File: src/core/asq_map.svh
// Register offsets, field positions, reset values and counts of the scan sequencer
`ifndef ASQ_MAP_SVH
`define ASQ_MAP_SVH

// ***************************************************
// Register byte offsets
// ***************************************************
`define ASQ_OFF_CTRL   8'h00
`define ASQ_OFF_STAT   8'h04
`define ASQ_OFF_ISR    8'h08
`define ASQ_OFF_IMR    8'h0C
`define ASQ_OFF_LIST   8'h10
`define ASQ_OFF_ZCSEL  8'h14
`define ASQ_OFF_LIMLO  8'h18
`define ASQ_OFF_LIMHI  8'h1C
`define ASQ_OFF_ZCST   8'h20
`define ASQ_BANK_RES   8'h40
`define ASQ_BANK_LOW   8'h60
`define ASQ_BANK_HIGH  8'h80

// ***************************************************
// Field positions
// ***************************************************
`define ASQ_CTRL_MODE  0
`define ASQ_CTRL_SIM   2
`define ASQ_CTRL_GO    4
`define ASQ_CTRL_STOP  5
`define ASQ_CTRL_LEN   8
`define ASQ_STAT_BUSY  0
`define ASQ_STAT_ARM   1
`define ASQ_ISR_DONE   0
`define ASQ_ISR_LIM    1
`define ASQ_ISR_ZC     2

// ***************************************************
// Reset values and counts
// ***************************************************
`define ASQ_RST_LIST   24'hFAC688
`define ASQ_RST_LOW    12'h000
`define ASQ_RST_HIGH   12'hFFF
`define ASQ_MIDSCALE   12'h800
`define ASQ_RES_W      12
`define ASQ_NUM_CH     8
`define ASQ_HALF_CH    3'h4

`endif

File: src/core/asq_pkg.sv
// Types shared by the scan sequencer modules
`default_nettype none
`include "asq_map.svh"
package asq_pkg;
  typedef logic [`ASQ_RES_W-1:0] asq_res_t;
  typedef enum logic [2:0] {ASQ_IDLE, ASQ_ARMED, ASQ_START, ASQ_WAIT,
                            ASQ_END} asq_state_e;
  typedef enum logic [1:0] {ASQ_ONCE = 2'h0, ASQ_TRIG = 2'h1,
                            ASQ_LOOP = 2'h2} asq_mode_e;
  typedef enum logic [1:0] {ASQ_ZC_OFF = 2'h0, ASQ_ZC_FALL = 2'h1,
                            ASQ_ZC_RISE = 2'h2, ASQ_ZC_ANY = 2'h3} asq_zc_e;
  typedef struct packed {
    logic     busy;
    logic     sample;
    logic     valid;
    logic [2:0] sel;
    logic [2:0] slot;
    asq_res_t data;
  } asq_conv_s;
endpackage : asq_pkg
`default_nettype wire

File: src/core/asq_res_if.sv
// Request and result carrier between sequencer and one converter port
`default_nettype none
interface asq_res_if;
  import asq_pkg::*;
  logic     start;
  logic [2:0] ch;
  logic [2:0] slot;
  logic     valid;
  logic [2:0] rslot;
  asq_res_t data;
  modport conv (input start, ch, slot, output valid, rslot, data);
  modport ctl  (output start, ch, slot, input valid, rslot, data);
endinterface : asq_res_if
`default_nettype wire

File: src/core/asq_conv.sv
// One sample-and-hold plus converter port: steers the selector, waits for data
`default_nettype none
`include "asq_map.svh"
module asq_conv #(
  parameter int DATA_W = `ASQ_RES_W
) (
  // Clock and reset
  input  wire logic              clk_i,
  input  wire logic              rst_i,
  // Sequencer side
  asq_res_if.conv                req,
  // Analog side
  output logic [2:0]             sel_o,
  output logic                   sample_o,
  input  wire logic              done_i,
  input  wire logic [DATA_W-1:0] data_i
);
  import asq_pkg::*;

  if (DATA_W != `ASQ_RES_W) begin : g_bad_width
    $error("asq_conv: DATA_W must match the result width");
  end

  asq_conv_s s;
  asq_conv_s next_s;

  always_comb begin
    next_s = s;
    next_s.sample = 1'b0;
    next_s.valid = 1'b0;
    // A start while busy is dropped; the sequencer never issues one
    if (!s.busy && req.start) begin
      next_s.busy = 1'b1;
      next_s.sample = 1'b1;
      next_s.sel = req.ch;
      next_s.slot = req.slot;
    end else if (s.busy && done_i) begin
      next_s.busy = 1'b0;
      next_s.valid = 1'b1;
      next_s.data = data_i;
    end
  end

  always_ff @(posedge clk_i) begin
    if (rst_i) begin
      s <= '0;
    end else begin
      s <= next_s;
    end
  end

  assign sel_o = s.sel;
  assign sample_o = s.sample;
  assign req.valid = s.valid;
  assign req.rslot = s.slot;
  assign req.data = s.data;
endmodule : asq_conv
`default_nettype wire

File: src/core/asq_eval.sv
// Limit and zero-crossing check of one fresh result against its slot settings
`default_nettype none
`include "asq_map.svh"
module asq_eval (
  // Fresh result and the slot's previous result
  input  wire asq_pkg::asq_res_t cur_i,
  input  wire asq_pkg::asq_res_t prev_i,
  // Slot settings
  input  wire asq_pkg::asq_res_t low_i,
  input  wire asq_pkg::asq_res_t high_i,
  input  wire logic [1:0]        zc_i,
  // Verdicts
  output logic                   below_o,
  output logic                   above_o,
  output logic                   cross_o
);
  import asq_pkg::*;

  logic cur_pos;
  logic prev_pos;

  always_comb begin
    cur_pos = cur_i >= `ASQ_MIDSCALE;
    prev_pos = prev_i >= `ASQ_MIDSCALE;
    below_o = cur_i < low_i;
    above_o = cur_i > high_i;
    unique case (asq_zc_e'(zc_i))
      ASQ_ZC_OFF:  cross_o = 1'b0;
      ASQ_ZC_FALL: cross_o = prev_pos && !cur_pos;
      ASQ_ZC_RISE: cross_o = !prev_pos && cur_pos;
      ASQ_ZC_ANY:  cross_o = prev_pos != cur_pos;
    endcase
  end
endmodule : asq_eval
`default_nettype wire

File: src/core/asq_top.sv
// Scan sequencer for the dual sample-and-hold converter, Wishbone slave
//
// What this block does
// - One eight-input selector feeds two sample-and-hold ports, each with its own 12-bit converter, and every result lands in a readable buffer.
// - Three scan modes: one scan then halt, one scan per trigger, or scans repeated until software stops them.
// - In sequential mode up to eight inputs are sampled in the order held in the channel list.
// - In sequential mode each entry goes to whichever converter serves its input, so one or both get used.
// - In simultaneous mode both sample-and-hold ports start in the same cycle on two inputs.
// - At scan end an enabled interrupt flags any reading below its low limit or above its high limit.
// - An enabled interrupt flags the selected zero-crossing condition of any result.
`default_nettype none
`include "asq_map.svh"
module asq_top (
  // Clock and reset
  input  wire logic        clk_i,
  input  wire logic        rst_i,
  // Wishbone slave
  input  wire logic        wb_cyc_i,
  input  wire logic        wb_stb_i,
  input  wire logic        wb_we_i,
  input  wire logic [7:0]  wb_adr_i,
  input  wire logic [3:0]  wb_sel_i,
  input  wire logic [31:0] wb_dat_i,
  output logic [31:0]      wb_dat_o,
  output logic             wb_ack_o,
  // Scan trigger
  input  wire logic        trig_i,
  // Converter ports
  output logic [2:0]       sh_a_ch_o,
  output logic             sh_a_sample_o,
  input  wire logic        adc_a_done_i,
  input  wire asq_pkg::asq_res_t adc_a_data_i,
  output logic [2:0]       sh_b_ch_o,
  output logic             sh_b_sample_o,
  input  wire logic        adc_b_done_i,
  input  wire asq_pkg::asq_res_t adc_b_data_i,
  // Interrupt
  output logic             irq_o
);
  import asq_pkg::*;

  // ***************************************************
  // State
  // ***************************************************
  typedef struct packed {
    asq_state_e       st;
    logic [1:0]       mode;
    logic             simult;
    logic [2:0]       len;
    logic [7:0][2:0]  list;
    logic [7:0][1:0]  zcsel;
    logic [2:0]       isr;
    logic [2:0]       imr;
    logic [7:0]       limlo;
    logic [7:0]       limhi;
    logic [7:0]       zcst;
    logic [7:0][`ASQ_RES_W-1:0] result;
    logic [7:0][`ASQ_RES_W-1:0] low;
    logic [7:0][`ASQ_RES_W-1:0] high;
    logic [2:0]       step;
    logic [1:0]       pend;
    logic             stop_req;
    logic             out_hit;
    logic             zc_hit;
    logic             trig_q;
    logic [1:0]       start;
    logic [1:0][2:0]  start_ch;
    logic [1:0][2:0]  start_slot;
    logic             ack;
    logic [31:0]      rdat;
    logic             irq;
  } asq_top_s;

  asq_top_s s;
  asq_top_s next_s;

  // ***************************************************
  // Helpers
  // ***************************************************
  function automatic logic in_bank(input logic [7:0] adr,
                                   input logic [7:0] base);
    in_bank = adr[7:5] == base[7:5];
  endfunction : in_bank

  function automatic logic [31:0] lanes(input logic [3:0] sel);
    lanes = {{8{sel[3]}}, {8{sel[2]}}, {8{sel[1]}}, {8{sel[0]}}};
  endfunction : lanes

  // ***************************************************
  // Converter ports and result checks
  // ***************************************************
  asq_res_if res_if[2] ();
  logic [1:0][2:0] sel_w;
  logic [1:0]      sample_w;
  logic [1:0]      done_w;
  asq_res_t        data_w [2];
  logic [1:0]      below_w;
  logic [1:0]      above_w;
  logic [1:0]      cross_w;
  logic [1:0]      rvalid_w;
  logic [1:0][2:0] rslot_w;
  asq_res_t        rdata_w [2];

  assign done_w = {adc_b_done_i, adc_a_done_i};
  assign data_w[0] = adc_a_data_i;
  assign data_w[1] = adc_b_data_i;

  for (genvar g = 0; g < 2; g++) begin : g_port
    assign res_if[g].start = s.start[g];
    assign res_if[g].ch = s.start_ch[g];
    assign res_if[g].slot = s.start_slot[g];
    assign rvalid_w[g] = res_if[g].valid;
    assign rslot_w[g] = res_if[g].rslot;
    assign rdata_w[g] = res_if[g].data;

    asq_conv #(
      .DATA_W   (`ASQ_RES_W)
    ) u_conv (
      .clk_i    (clk_i),
      .rst_i    (rst_i),
      .req      (res_if[g]),
      .sel_o    (sel_w[g]),
      .sample_o (sample_w[g]),
      .done_i   (done_w[g]),
      .data_i   (data_w[g])
    );

    asq_eval u_eval (
      .cur_i    (rdata_w[g]),
      .prev_i   (s.result[rslot_w[g]]),
      .low_i    (s.low[rslot_w[g]]),
      .high_i   (s.high[rslot_w[g]]),
      .zc_i     (s.zcsel[rslot_w[g]]),
      .below_o  (below_w[g]),
      .above_o  (above_w[g]),
      .cross_o  (cross_w[g])
    );
  end

  // ***************************************************
  // Next state
  // ***************************************************
  logic        wr;
  logic        go;
  logic        stop;
  logic        last;
  logic [2:0]  ch;
  logic [2:0]  idx_b;
  logic [2:0]  widx;
  logic [31:0] m;
  logic [31:0] d;

  always_comb begin
    next_s = s;
    next_s.start = 2'h0;
    next_s.trig_q = trig_i;
    widx = wb_adr_i[4:2];
    m = lanes(wb_sel_i);
    d = wb_dat_i & m;
    // Writes land on the edge that ends the ack cycle, one edge after ack shows to the master
    wr = wb_cyc_i && wb_stb_i && wb_we_i && s.ack;
    go = wr && wb_adr_i == `ASQ_OFF_CTRL && d[`ASQ_CTRL_GO];
    stop = wr && wb_adr_i == `ASQ_OFF_CTRL && d[`ASQ_CTRL_STOP];
    ch = s.list[s.step];
    idx_b = 3'(s.step + `ASQ_HALF_CH);
    last = s.simult ? s.step[1:0] == s.len[1:0] : s.step == s.len;

    // Register writes
    if (wr) begin
      unique case (wb_adr_i)
        `ASQ_OFF_CTRL: begin
          if (wb_sel_i[0]) begin
            next_s.mode = wb_dat_i[`ASQ_CTRL_MODE +: 2];
            next_s.simult = wb_dat_i[`ASQ_CTRL_SIM];
          end
          if (wb_sel_i[1]) begin
            next_s.len = wb_dat_i[`ASQ_CTRL_LEN +: 3];
          end
        end
        `ASQ_OFF_IMR:   next_s.imr = (s.imr & ~m[2:0]) | d[2:0];
        `ASQ_OFF_LIST:  next_s.list = (s.list & ~m[23:0]) | d[23:0];
        `ASQ_OFF_ZCSEL: next_s.zcsel = (s.zcsel & ~m[15:0]) | d[15:0];
        `ASQ_OFF_ISR:   next_s.isr = s.isr & ~d[2:0];
        `ASQ_OFF_LIMLO: next_s.limlo = s.limlo & ~d[7:0];
        `ASQ_OFF_LIMHI: next_s.limhi = s.limhi & ~d[7:0];
        `ASQ_OFF_ZCST:  next_s.zcst = s.zcst & ~d[7:0];
        default: begin
          if (in_bank(wb_adr_i, `ASQ_BANK_LOW)) begin
            next_s.low[widx] = (s.low[widx] & ~m[11:0]) | d[11:0];
          end else if (in_bank(wb_adr_i, `ASQ_BANK_HIGH)) begin
            next_s.high[widx] = (s.high[widx] & ~m[11:0]) | d[11:0];
          end
        end
      endcase
    end

    // Results: buffer slot, limits and crossings; set wins over clear
    for (int p = 0; p < 2; p++) begin
      if (rvalid_w[p] && s.pend[p]) begin
        next_s.pend[p] = 1'b0;
        next_s.result[rslot_w[p]] = rdata_w[p];
        if (below_w[p]) begin
          next_s.limlo[rslot_w[p]] = 1'b1;
          next_s.out_hit = 1'b1;
        end
        if (above_w[p]) begin
          next_s.limhi[rslot_w[p]] = 1'b1;
          next_s.out_hit = 1'b1;
        end
        if (cross_w[p]) begin
          next_s.zcst[rslot_w[p]] = 1'b1;
          next_s.zc_hit = 1'b1;
        end
      end
    end

    // Scan sequence
    unique case (s.st)
      ASQ_IDLE: begin
        if (go) begin
          next_s.stop_req = 1'b0;
          next_s.step = 3'h0;
          // A mode written together with GO already decides this start
          next_s.st = next_s.mode == ASQ_TRIG ? ASQ_ARMED : ASQ_START;
        end
      end
      ASQ_ARMED: begin
        if (stop) begin
          next_s.st = ASQ_IDLE;
        end else if (trig_i && !s.trig_q) begin
          next_s.step = 3'h0;
          next_s.st = ASQ_START;
        end
      end
      ASQ_START: begin
        if (s.simult) begin
          // Both ports sample in the same cycle
          next_s.start = 2'h3;
          next_s.start_ch[0] = ch;
          next_s.start_slot[0] = s.step;
          next_s.start_ch[1] = s.list[idx_b];
          next_s.start_slot[1] = idx_b;
          next_s.pend = 2'h3;
        end else begin
          // Inputs 0-3 belong to port A, 4-7 to port B
          next_s.start[ch[2]] = 1'b1;
          next_s.start_ch[ch[2]] = ch;
          next_s.start_slot[ch[2]] = s.step;
          next_s.pend[ch[2]] = 1'b1;
        end
        next_s.st = ASQ_WAIT;
      end
      ASQ_WAIT: begin
        if (next_s.pend == 2'h0) begin
          next_s.st = last ? ASQ_END : ASQ_START;
          next_s.step = last ? s.step : 3'(s.step + 3'h1);
        end
      end
      ASQ_END: begin
        next_s.isr[`ASQ_ISR_DONE] = 1'b1;
        next_s.isr[`ASQ_ISR_LIM] = next_s.isr[`ASQ_ISR_LIM] | s.out_hit;
        next_s.isr[`ASQ_ISR_ZC] = next_s.isr[`ASQ_ISR_ZC] | s.zc_hit;
        next_s.out_hit = 1'b0;
        next_s.zc_hit = 1'b0;
        next_s.step = 3'h0;
        if (s.stop_req || stop || s.mode == ASQ_ONCE) begin
          next_s.st = ASQ_IDLE;
        end else if (s.mode == ASQ_TRIG) begin
          next_s.st = ASQ_ARMED;
        end else begin
          next_s.st = ASQ_START;
        end
      end
      default: next_s.st = ASQ_IDLE;
    endcase
    // A stop mid-scan lets the whole scan finish first; the halt comes at scan end
    if (stop && (s.st == ASQ_START || s.st == ASQ_WAIT)) begin
      next_s.stop_req = 1'b1;
    end

    // Bus answer, one cycle after the request
    next_s.ack = wb_cyc_i && wb_stb_i && !s.ack;
    next_s.rdat = 32'h0;
    unique case (wb_adr_i)
      `ASQ_OFF_CTRL: next_s.rdat = {21'h0, s.len, 5'h0, s.simult, s.mode};
      `ASQ_OFF_STAT: next_s.rdat = {30'h0, s.st == ASQ_ARMED,
                                    s.st != ASQ_IDLE && s.st != ASQ_ARMED};
      `ASQ_OFF_ISR:   next_s.rdat = {29'h0, s.isr};
      `ASQ_OFF_IMR:   next_s.rdat = {29'h0, s.imr};
      `ASQ_OFF_LIST:  next_s.rdat = {8'h0, s.list};
      `ASQ_OFF_ZCSEL: next_s.rdat = {16'h0, s.zcsel};
      `ASQ_OFF_LIMLO: next_s.rdat = {24'h0, s.limlo};
      `ASQ_OFF_LIMHI: next_s.rdat = {24'h0, s.limhi};
      `ASQ_OFF_ZCST:  next_s.rdat = {24'h0, s.zcst};
      default: begin
        if (in_bank(wb_adr_i, `ASQ_BANK_RES)) begin
          next_s.rdat = {20'h0, s.result[widx]};
        end else if (in_bank(wb_adr_i, `ASQ_BANK_LOW)) begin
          next_s.rdat = {20'h0, s.low[widx]};
        end else if (in_bank(wb_adr_i, `ASQ_BANK_HIGH)) begin
          next_s.rdat = {20'h0, s.high[widx]};
        end
      end
    endcase
    next_s.irq = |(next_s.isr & next_s.imr);
  end

  always_ff @(posedge clk_i) begin
    if (rst_i) begin
      s <= '0;
      s.list <= `ASQ_RST_LIST;
      for (int k = 0; k < `ASQ_NUM_CH; k++) begin
        s.low[k] <= `ASQ_RST_LOW;
        s.high[k] <= `ASQ_RST_HIGH;
      end
    end else begin
      s <= next_s;
    end
  end

  // ***************************************************
  // Outputs
  // ***************************************************
  assign wb_dat_o = s.rdat;
  assign wb_ack_o = s.ack;
  assign irq_o = s.irq;
  assign sh_a_ch_o = sel_w[0];
  assign sh_a_sample_o = sample_w[0];
  assign sh_b_ch_o = sel_w[1];
  assign sh_b_sample_o = sample_w[1];
endmodule : asq_top
`default_nettype wire

File: config.mk
export PLATFORM = sky130hd
export DESIGN_NAME = asq_top
export DESIGN_NICKNAME = d
export VERILOG_FILES = /design/src/core/asq_pkg.sv /design/src/core/asq_res_if.sv /design/src/core/asq_conv.sv /design/src/core/asq_eval.sv /design/src/core/asq_top.sv
export VERILOG_INCLUDE_DIRS = /design/src /design/src/core
export SDC_FILE = /design/constraint.sdc
export NUM_CORES = 1
export LEC_CHECK = 0
export BUFFER_PORTS_ARGS = -buffer_cell sky130_fd_sc_hd__buf_2
export CORE_MARGIN = 2
export CORE_UTILIZATION = 53
export CTS_CLUSTER_DIAMETER = 100
export DETAILED_ROUTE_END_ITERATION = 7
export PLACE_DENSITY = 0.69
export SETUP_SLACK_MARGIN = 0.2
export SYNTH_ARGS = -nofsm -noshare
export SYNTH_HDL_FRONTEND = slang
export SYNTH_SLANG_ARGS = --single-unit
File: constraint.sdc
create_clock -name clk_i -period 5.6 [get_ports clk_i]
set_input_delay 0.56 -clock clk_i [delete_from_list [all_inputs] [get_ports clk_i]]
set_output_delay 0.56 -clock clk_i [all_outputs]
set_load 0.01 [all_outputs]
==> results.md, run 1 <==
* Status: completed
* # DRC at 0
* Port-buffer cells at 100
* Die area at 0.0486 mm²
* Hold Crit Class: in2reg
* Hpwl dp at 56900 µm
* Die W at 221 µm
* Crit start category: flip-flop
* Vias per cell at 6.91
* Sum Neg Setup Slack at 0 ns
* Layout Nets at between 2000 and 3000
* GP Congestion at 0.978
* Hold Crit Start: adc_b_data_i[11]
* Top_reg_cell synth: dfxtp_1
* Post-CTS sizing at 0
* DP Worst Slack at approximately 1.3 ns
* Top cell type by total area after synthesis: dfxtp_1
* PwrDens at 254 mW/mm²
* GRT overflow at 0
* Launching point of the worst reg2reg path: g_port[1].u_conv.req.rslot[0]$_SDFFE_PP0P_
* Area contributors post-synth: dfxtp_1 (37%), mux2i_1 (9.7%), mux4_2 (8.0%), a22oi_1 (6.1%), nor2_1 (5.5%)
* CTS Root Cell: clkbuf_16
* Syn-to-layout area delta at 7.78%
* Fin crit share at between 80 and 90%
* Remaining antenna violation count at 0
* Max Cap Violations at 0
* Post-Syn Area at about 0.025 mm²
* Fraction of registers with async set/reset at 0%
* Antenna violations before repair at 2
* YS warnings at 0
* CTS tree: done
* Starting density of the core at ~53%
* Worst setup margin at 1.02 ns
* Register area share after synthesis at a little under two fifths
* Fmax at 218 MHz
* Cells after Synth at approximately 2700
* Compound-Gate Fraction of Synth Area at 20.3%
* Ports at between 100 and 150
* CORE AREA at 0.0465 mm²
* Mux contribution to synthesized area at 18.7%
* Simple-gate share of the synthesized area at 15.7%
* First-pass GRT wire length at ~130000 µm
* Gr usage total at around 36%
* Layout fillers at approximately 4100
* Seq cells post-synth at 458
* CTS buffer count at 50
* Multi-input logic area at 0.0143 mm²
* Final instance area at 0.0268 mm²
* Worst-margin pin slew at 1.28 ns
* Largest net degree at the start of global routing at 228
* Unrepaired setup endpoints after global routing: false
* Routed wire length at 89200 µm
* Crit Path Class: reg2reg
* LEAKAGE at roughly 0.010 µW
* Syn_area_per_cell at 9.18 µm²
* Share of cells above drive strength 1 at roughly 14%
* Cts hold-fix bufs at 0
* Later-pin clock latency in the skew report at 0.62 ns
* Rows at 79
* Slew Limit Fails at 0
* Wire length per cell at 27.3 µm
* Vias in the first global route at 21500
* Dpl cell area at about 0.025 mm²
* Worst EP required at 6.08 ns
* CP Capture Type: flip-flop
* Post-CTS Setup Inserts at 0
* Clock Sinks at 458
* Die H at 221 µm
* Clock buffer depth at 3
* Post-Synth XOR/XNOR Area at less than 1%
* Register area at between 0.009 and 0.01 mm²
* Unique masters post-synth at 71
* Setup-failing EPs final at 0
* DR vias at approximately 23000
* WP data arrival at 5.05 ns
* Post-Synth Adder-Cell Area at under 10%
* Origin of the worst setup path: g_port[1].u_conv.req.rslot[0]$_SDFFE_PP0P_
* Initial DRC Count at 3268
* Post-synth EDFFs at 0
* Final hold vios at 0
* Min cycle time layout at between 4 and 5 ns
* Largest family of logic cells by synthesized area: compound AO/OA/AOI/OAI gates
* Final Skew at 0.0265 ns
* Headroom to the max-slew limit at between 10% and 20%
* CTS H-tree depth at 2
* CTS clk-pin slew, worst paths at 0.06 ns
* DR pass1 iterations at 6
* Worst vdd rail ir drop at roughly 0.27 mV
* CP max FO at 15
* Synth top area share at 36.9%
==> routing by layer <==
metal	part of all wire (%)	track usage [%]	up-vias	wire length [µm]
met1	38	46.5	10900	34100
met2	43	53.0	1534	37900
li1	-	-	9824	-
met4	6.5	21.8	0	5840
met5	0	0	-	0
met3	13	11.4	365	11300
==> synth_stat cells, drive strengths merged, types with 4 or more instances <==
cell type  number
dfxtp         458
and2           20
clkbuf        162
inv            18
a222oi          6
o21a           19
nand2b         30
nand2         219
nor4            8
a21oi         118
a22o            7
a211oi        105
or3             4
a31oi          24
nor3b           6
buf           124
nand4          23
a21o            5
mux2           23
o2bb2ai         8
nand3b          8
and4           43
mux2i         240
nor3           18
ha             51
and3           21
a211o         106
nand3          37
mux4           88
nor2          369
a22oi         203
o21ai          66
nor2b          24
a221oi         12
==> final cells by class <==
| cell class | instances | area share, % |
|---|---|---|
| diodes | 2 | 0.0187 |
| clock buffers | 74 | 5.49 |
| clock inverters | 14 | 0.425 |
| inverters | 19 | 0.266 |
| multi-input cells | 1950 | 53.6 |
| flip-flops and latches | 458 | 34.2 |
| well taps | 607 | 2.84 |
| repair buffers | 142 | 3.16 |
==> path summary, 6_finish.rpt <==
kind	to	slack, ns	cells past startpoint
max	s[365]$_SDFF_PP0_	1.02	12
min	g_port[1].u_conv.req.data[11]$_SDFFE_PP0P_	0.18	3
max reg2reg	s[365]$_SDFF_PP0_	1.02	12
min reg2reg	g_port[1].u_conv.sel_o[0]$_SDFFE_PP0P_	0.46	2
==> logic make-up (layout without fill, tap and decap cells) <==
logic type	count (synthesis)	count (layout)
AOI/OAI and AO/OA	703	703
xor gates and xnor gates	3	3
adders and majority gates	51	51
buffers and inverters	305	249
DFF	458	458
muxes	351	351
other	1	10
and+or+nand+nor	834	834
==> state kept, by name (all words and copies together), names as in the netlist, 2 cells and up, named ones only <==
signal                   cells
g_port.u_conv.req.data      24
g_port.u_conv.req.rslot      6
g_port.u_conv.req.valid      2
g_port.u_conv.s              2
g_port.u_conv.sample_o       2
g_port.u_conv.sel_o          6
res_if.ch                    6
res_if.slot                  6
res_if.start                 2
s                          336
wb_dat_o                    24
==> where the power goes <==
group / internal (µW) / switching [µW]
logic: 75.0 / 219
clock network: 1860 / 1390
registers: 3260 / 1.19
total: 5190 / 1610
==> worst max-delay path: stages, from the launching register on <==
cell	delay [ns]
dfxtp_1	0.75
inv_1	0.40
nor3_4	1.09
buf_4	0.35
a22oi_1	0.09
and4_1	0.21
ha_1	0.28
nand2_1	0.05
nor3_1	0.24
nand4_1	0.13
o211a_1	0.42
a222oi_1	0.36
nor2_1	0.07
==> stage by stage <==
stage               total power (µW)  utilization, %  std cells  hold slack, ns
CTS                             6810            57.6       3264           0.162
global route                    6970            57.6       3264           0.172
detailed placement              3620            54.2       3176           0.448
floorplan                       3510               -       2713           0.431
global placement                3610            54.2       3176           0.440
finish                          6810            57.6       3266           0.180
==> cells in the final DEF (no fill, tap or decap), types with 23 or more instances in the layout <==
cell type    n
a211o_1    106
a211oi_1   104
a21oi_1    118
a22oi_1    203
a31oi_1     23
and4_1      43
buf_2       97
buf_4       42
clkbuf_16   50
dfxtp_1    458
ha_1        51
mux2_2      23
mux2i_1    240
mux4_2      88
nand2_1    217
nand2b_1    30
nand3_1     31
nand4_1     23
nor2_1     359
nor2b_1     24
o21ai_0     53
No activity file was read; power rests on OpenSTA's default activity.
==> run 2: changes to the inputs <==
Settings changed: PLACE_DENSITY 0.69 to 0.72.
Clock period 5.6 ns to 4.1 ns, I/O delays scaled along.
==> results.md, run 2 (same netlist as run 1, synthesis figures left out) <==
* Status: completed (unchanged)
* Share of cells above drive strength 1 at 15.4% (was 13.8%)
* # DRC at 0 (unchanged)
* Die W at 221 µm (unchanged)
* Syn-to-layout area delta at 9.70% (was 7.78%)
* GP Congestion at 0.994 (was 0.978)
* Unrepaired setup endpoints after global routing: false (unchanged)
* DR pass1 iterations at 7 (was 6)
* Worst-margin pin slew at 1.26 ns (was 1.28 ns)
* Ports at 118 (unchanged)
* Vias in the first global route at 21700 (was 21500)
* CP max FO at 9 (was 15)
* WP data arrival at 4.30 ns (was 5.05 ns)
* DR vias at 23100 (was 22600)
* Later-pin clock latency in the skew report at 0.61 ns (was 0.62 ns)
* Hold Crit Class: in2reg (unchanged)
* Worst vdd rail ir drop at 0.302 mV (was 0.266 mV)
* Ordered list of cells on the worst path: nor2b_1 -> buf_4 -> and2_1 -> buf_4 -> a22oi_1 -> and4_1 -> ha_1 -> nand2_1 -> nor3_1 -> nand4_1 -> o211a_1 -> a222oi_1 -> nor2_1 (was inv_1 -> nor3_4 -> buf_4 -> a22oi_1 -> and4_1 -> ha_1 -> nand2_1 -> nor3_1 -> nand4_1 -> o211a_1 -> a222oi_1 -> nor2_1)
* Starting density of the core at 53.5% (unchanged)
* CORE AREA at 0.0465 mm² (unchanged)
* Routed wire length at 89500 µm (was 89200 µm)
* Cts hold-fix bufs at 0 (unchanged)
* Vias per cell at 6.98 (was 6.91)
* CP max-delay cell: and2_1 (was nor3_4)
* Remaining antenna violation count at 0 (unchanged)
* Cell family with most CP delay: simple AND/OR/NAND/NOR gates (unchanged)
* Clock buffer depth at 3 (unchanged)
* Antenna violations before repair at 1 (was 2)
* Crit Path Class: reg2reg (unchanged)
* Register area at 0.00917 mm² (unchanged)
* CTS clk-pin slew, worst paths at 0.06 ns (about the same)
* CTS H-tree depth at 2 (unchanged)
* Clock Sinks at 458 (unchanged)
* Port-buffer cells at 100 (unchanged)
* Multi-input logic area at 0.0143 mm² (about the same)
* WP buf/inv at 2 (unchanged)
* Slew Limit Fails at 0 (unchanged)
* Crit start category: flip-flop (unchanged)
* CTS tree: done (unchanged)
* Worst hold slack at 0.0130 ns (was 0.180 ns)
* Layout fillers at 4000 (was 4122)
* PwrDens at 340 mW/mm² (was 254 mW/mm²)
* Die area at 0.0486 mm² (unchanged)
* Sum Neg Setup Slack at 0 ns (unchanged)
* DP Worst Slack at 0.368 ns (was 1.28 ns)
* Biggest register: s (unchanged)
* Finished Core Util at 58.7% (was 57.6%)
* Die H at 221 µm (unchanged)
* CP Capture Type: flip-flop (unchanged)
* Max reg flops at 336 (unchanged)
* Commonest cells after routing, fill and taps aside: dfxtp_1 (458), nor2_1 (359), mux2i_1 (240), nand2_1 (217), a22oi_1 (203) (unchanged)
* Antenna cells at 0 (was 2)
* Headroom to the max-slew limit at 16.1% (was 14.5%)
* Largest net degree at the start of global routing at 151 (was 228)
* Setup-failing EPs final at 0 (unchanged)
* First-pass GRT wire length at 133000 µm (was 132000 µm)
* Initial DRC Count at 3593 (was 3268)
* Worst EP required at 4.56 ns (was 6.08 ns)
* LEAKAGE at 0.0102 µW (was 0.00998 µW)
* Wire length per cell at 27.0 µm (was 27.3 µm)
* Worst setup margin at 0.266 ns (was 1.02 ns)
* Fin crit share at 93.5% (was 81.7%)
* Commonest non-fill, non-tap cell in the layout: dfxtp_1 (unchanged)
* CTS Root Cell: clkbuf_16 (unchanged)
* Rows at 79 (unchanged)
* Hpwl dp at 58900 µm (was 56900 µm)
* Min cycle time layout at 3.83 ns (was 4.58 ns)
* Final Skew at 0.0293 ns (was 0.0265 ns)
* Gr usage total at 36.1% (about the same)
* Crit path top cell by count: buf_4
* GRT overflow at 0 (unchanged)
* Max Cap Violations at 0 (unchanged)
* Layout Nets at 2792 (was 2748)
* CP max stage delay at 0.59 ns (was 1.09 ns)
* Final hold vios at 0 (unchanged)
* Fmax at 261 MHz (was 218 MHz)
* CTS buffer count at 48 (was 50)
-- run 2: area by class of cell --
type	count	share of cell area, %
multi-input cells	1950	52.6
flip-flops and latches	458	33.6
clock buffers	73	5.38
repair buffers	188	4.93
well taps	607	2.79
clock inverters	14	0.409
inverters	19	0.262
-- run 2: path summary, 6_finish.rpt --
path,from,endpoint,slack (ns),depth (start not counted)
setup / recovery,g_port[1].u_conv.req.rslot[2]$_SDFFE_PP0P_,s[367]$_SDFF_PP0_,0.27,13
hold / removal,wb_dat_i[23],flip-flop,0.01,3
setup reg to reg,g_port[1].u_conv.req.rslot[2]$_SDFFE_PP0P_,s[367]$_SDFF_PP0_,0.27,13
hold reg to reg,g_port[1].u_conv.sel_o[1]$_SDFFE_PP0P_,g_port[1].u_conv.sel_o[1]$_SDFFE_PP0P_,0.45,2
-- run 2: per-stage QoR --
stage	total power (µW)	std cells	area (µm²)
5_1_grt	9490	3309	27300
4_1_cts	9280	3308	27200
2_1_floorplan	4800	2713	24900
3_5_place_dp	4940	3221	25700
3_3_place_gp	4940	3221	25700
6_report	9270	3309	27300
-- run 2: per-layer routing --
layer	vias to the layer above	share of wire, %	global-route usage (%)	routed length (µm)
met4	2	7.1	22.5	6320
met5	-	0.013	0	12
met2	1705	42	53.0	37600
li1	9906	-	-	-
met1	11000	39	47.8	34500
met3	445	12	8.80	11100
-- run 2: where the power goes --
part           switching (µW)  leakage (µW)  internal (µW)
sequential               1.73       0.00369           4450
clock                    1880      0.000782           2530
combinational             295       0.00577            111
-- run 2: worst reg2reg max path, cell delays in order, from the launching register on --
cell and delay (ns):
dfxtp_1 0.42, nor2b_1 0.23, buf_4 0.17, and2_1 0.59, buf_4 0.28, a22oi_1 0.09
and4_1 0.22, ha_1 0.29, nand2_1 0.06, nor3_1 0.35, nand4_1 0.14, o211a_1 0.42
a222oi_1 0.36, nor2_1 0.07
-- run 2: what timing repair did --
action	CTS	global route
endpoints found under the setup margin	0	11
hold endpoints to repair	0	0
resized for setup	0	3
setup buffers	0	1
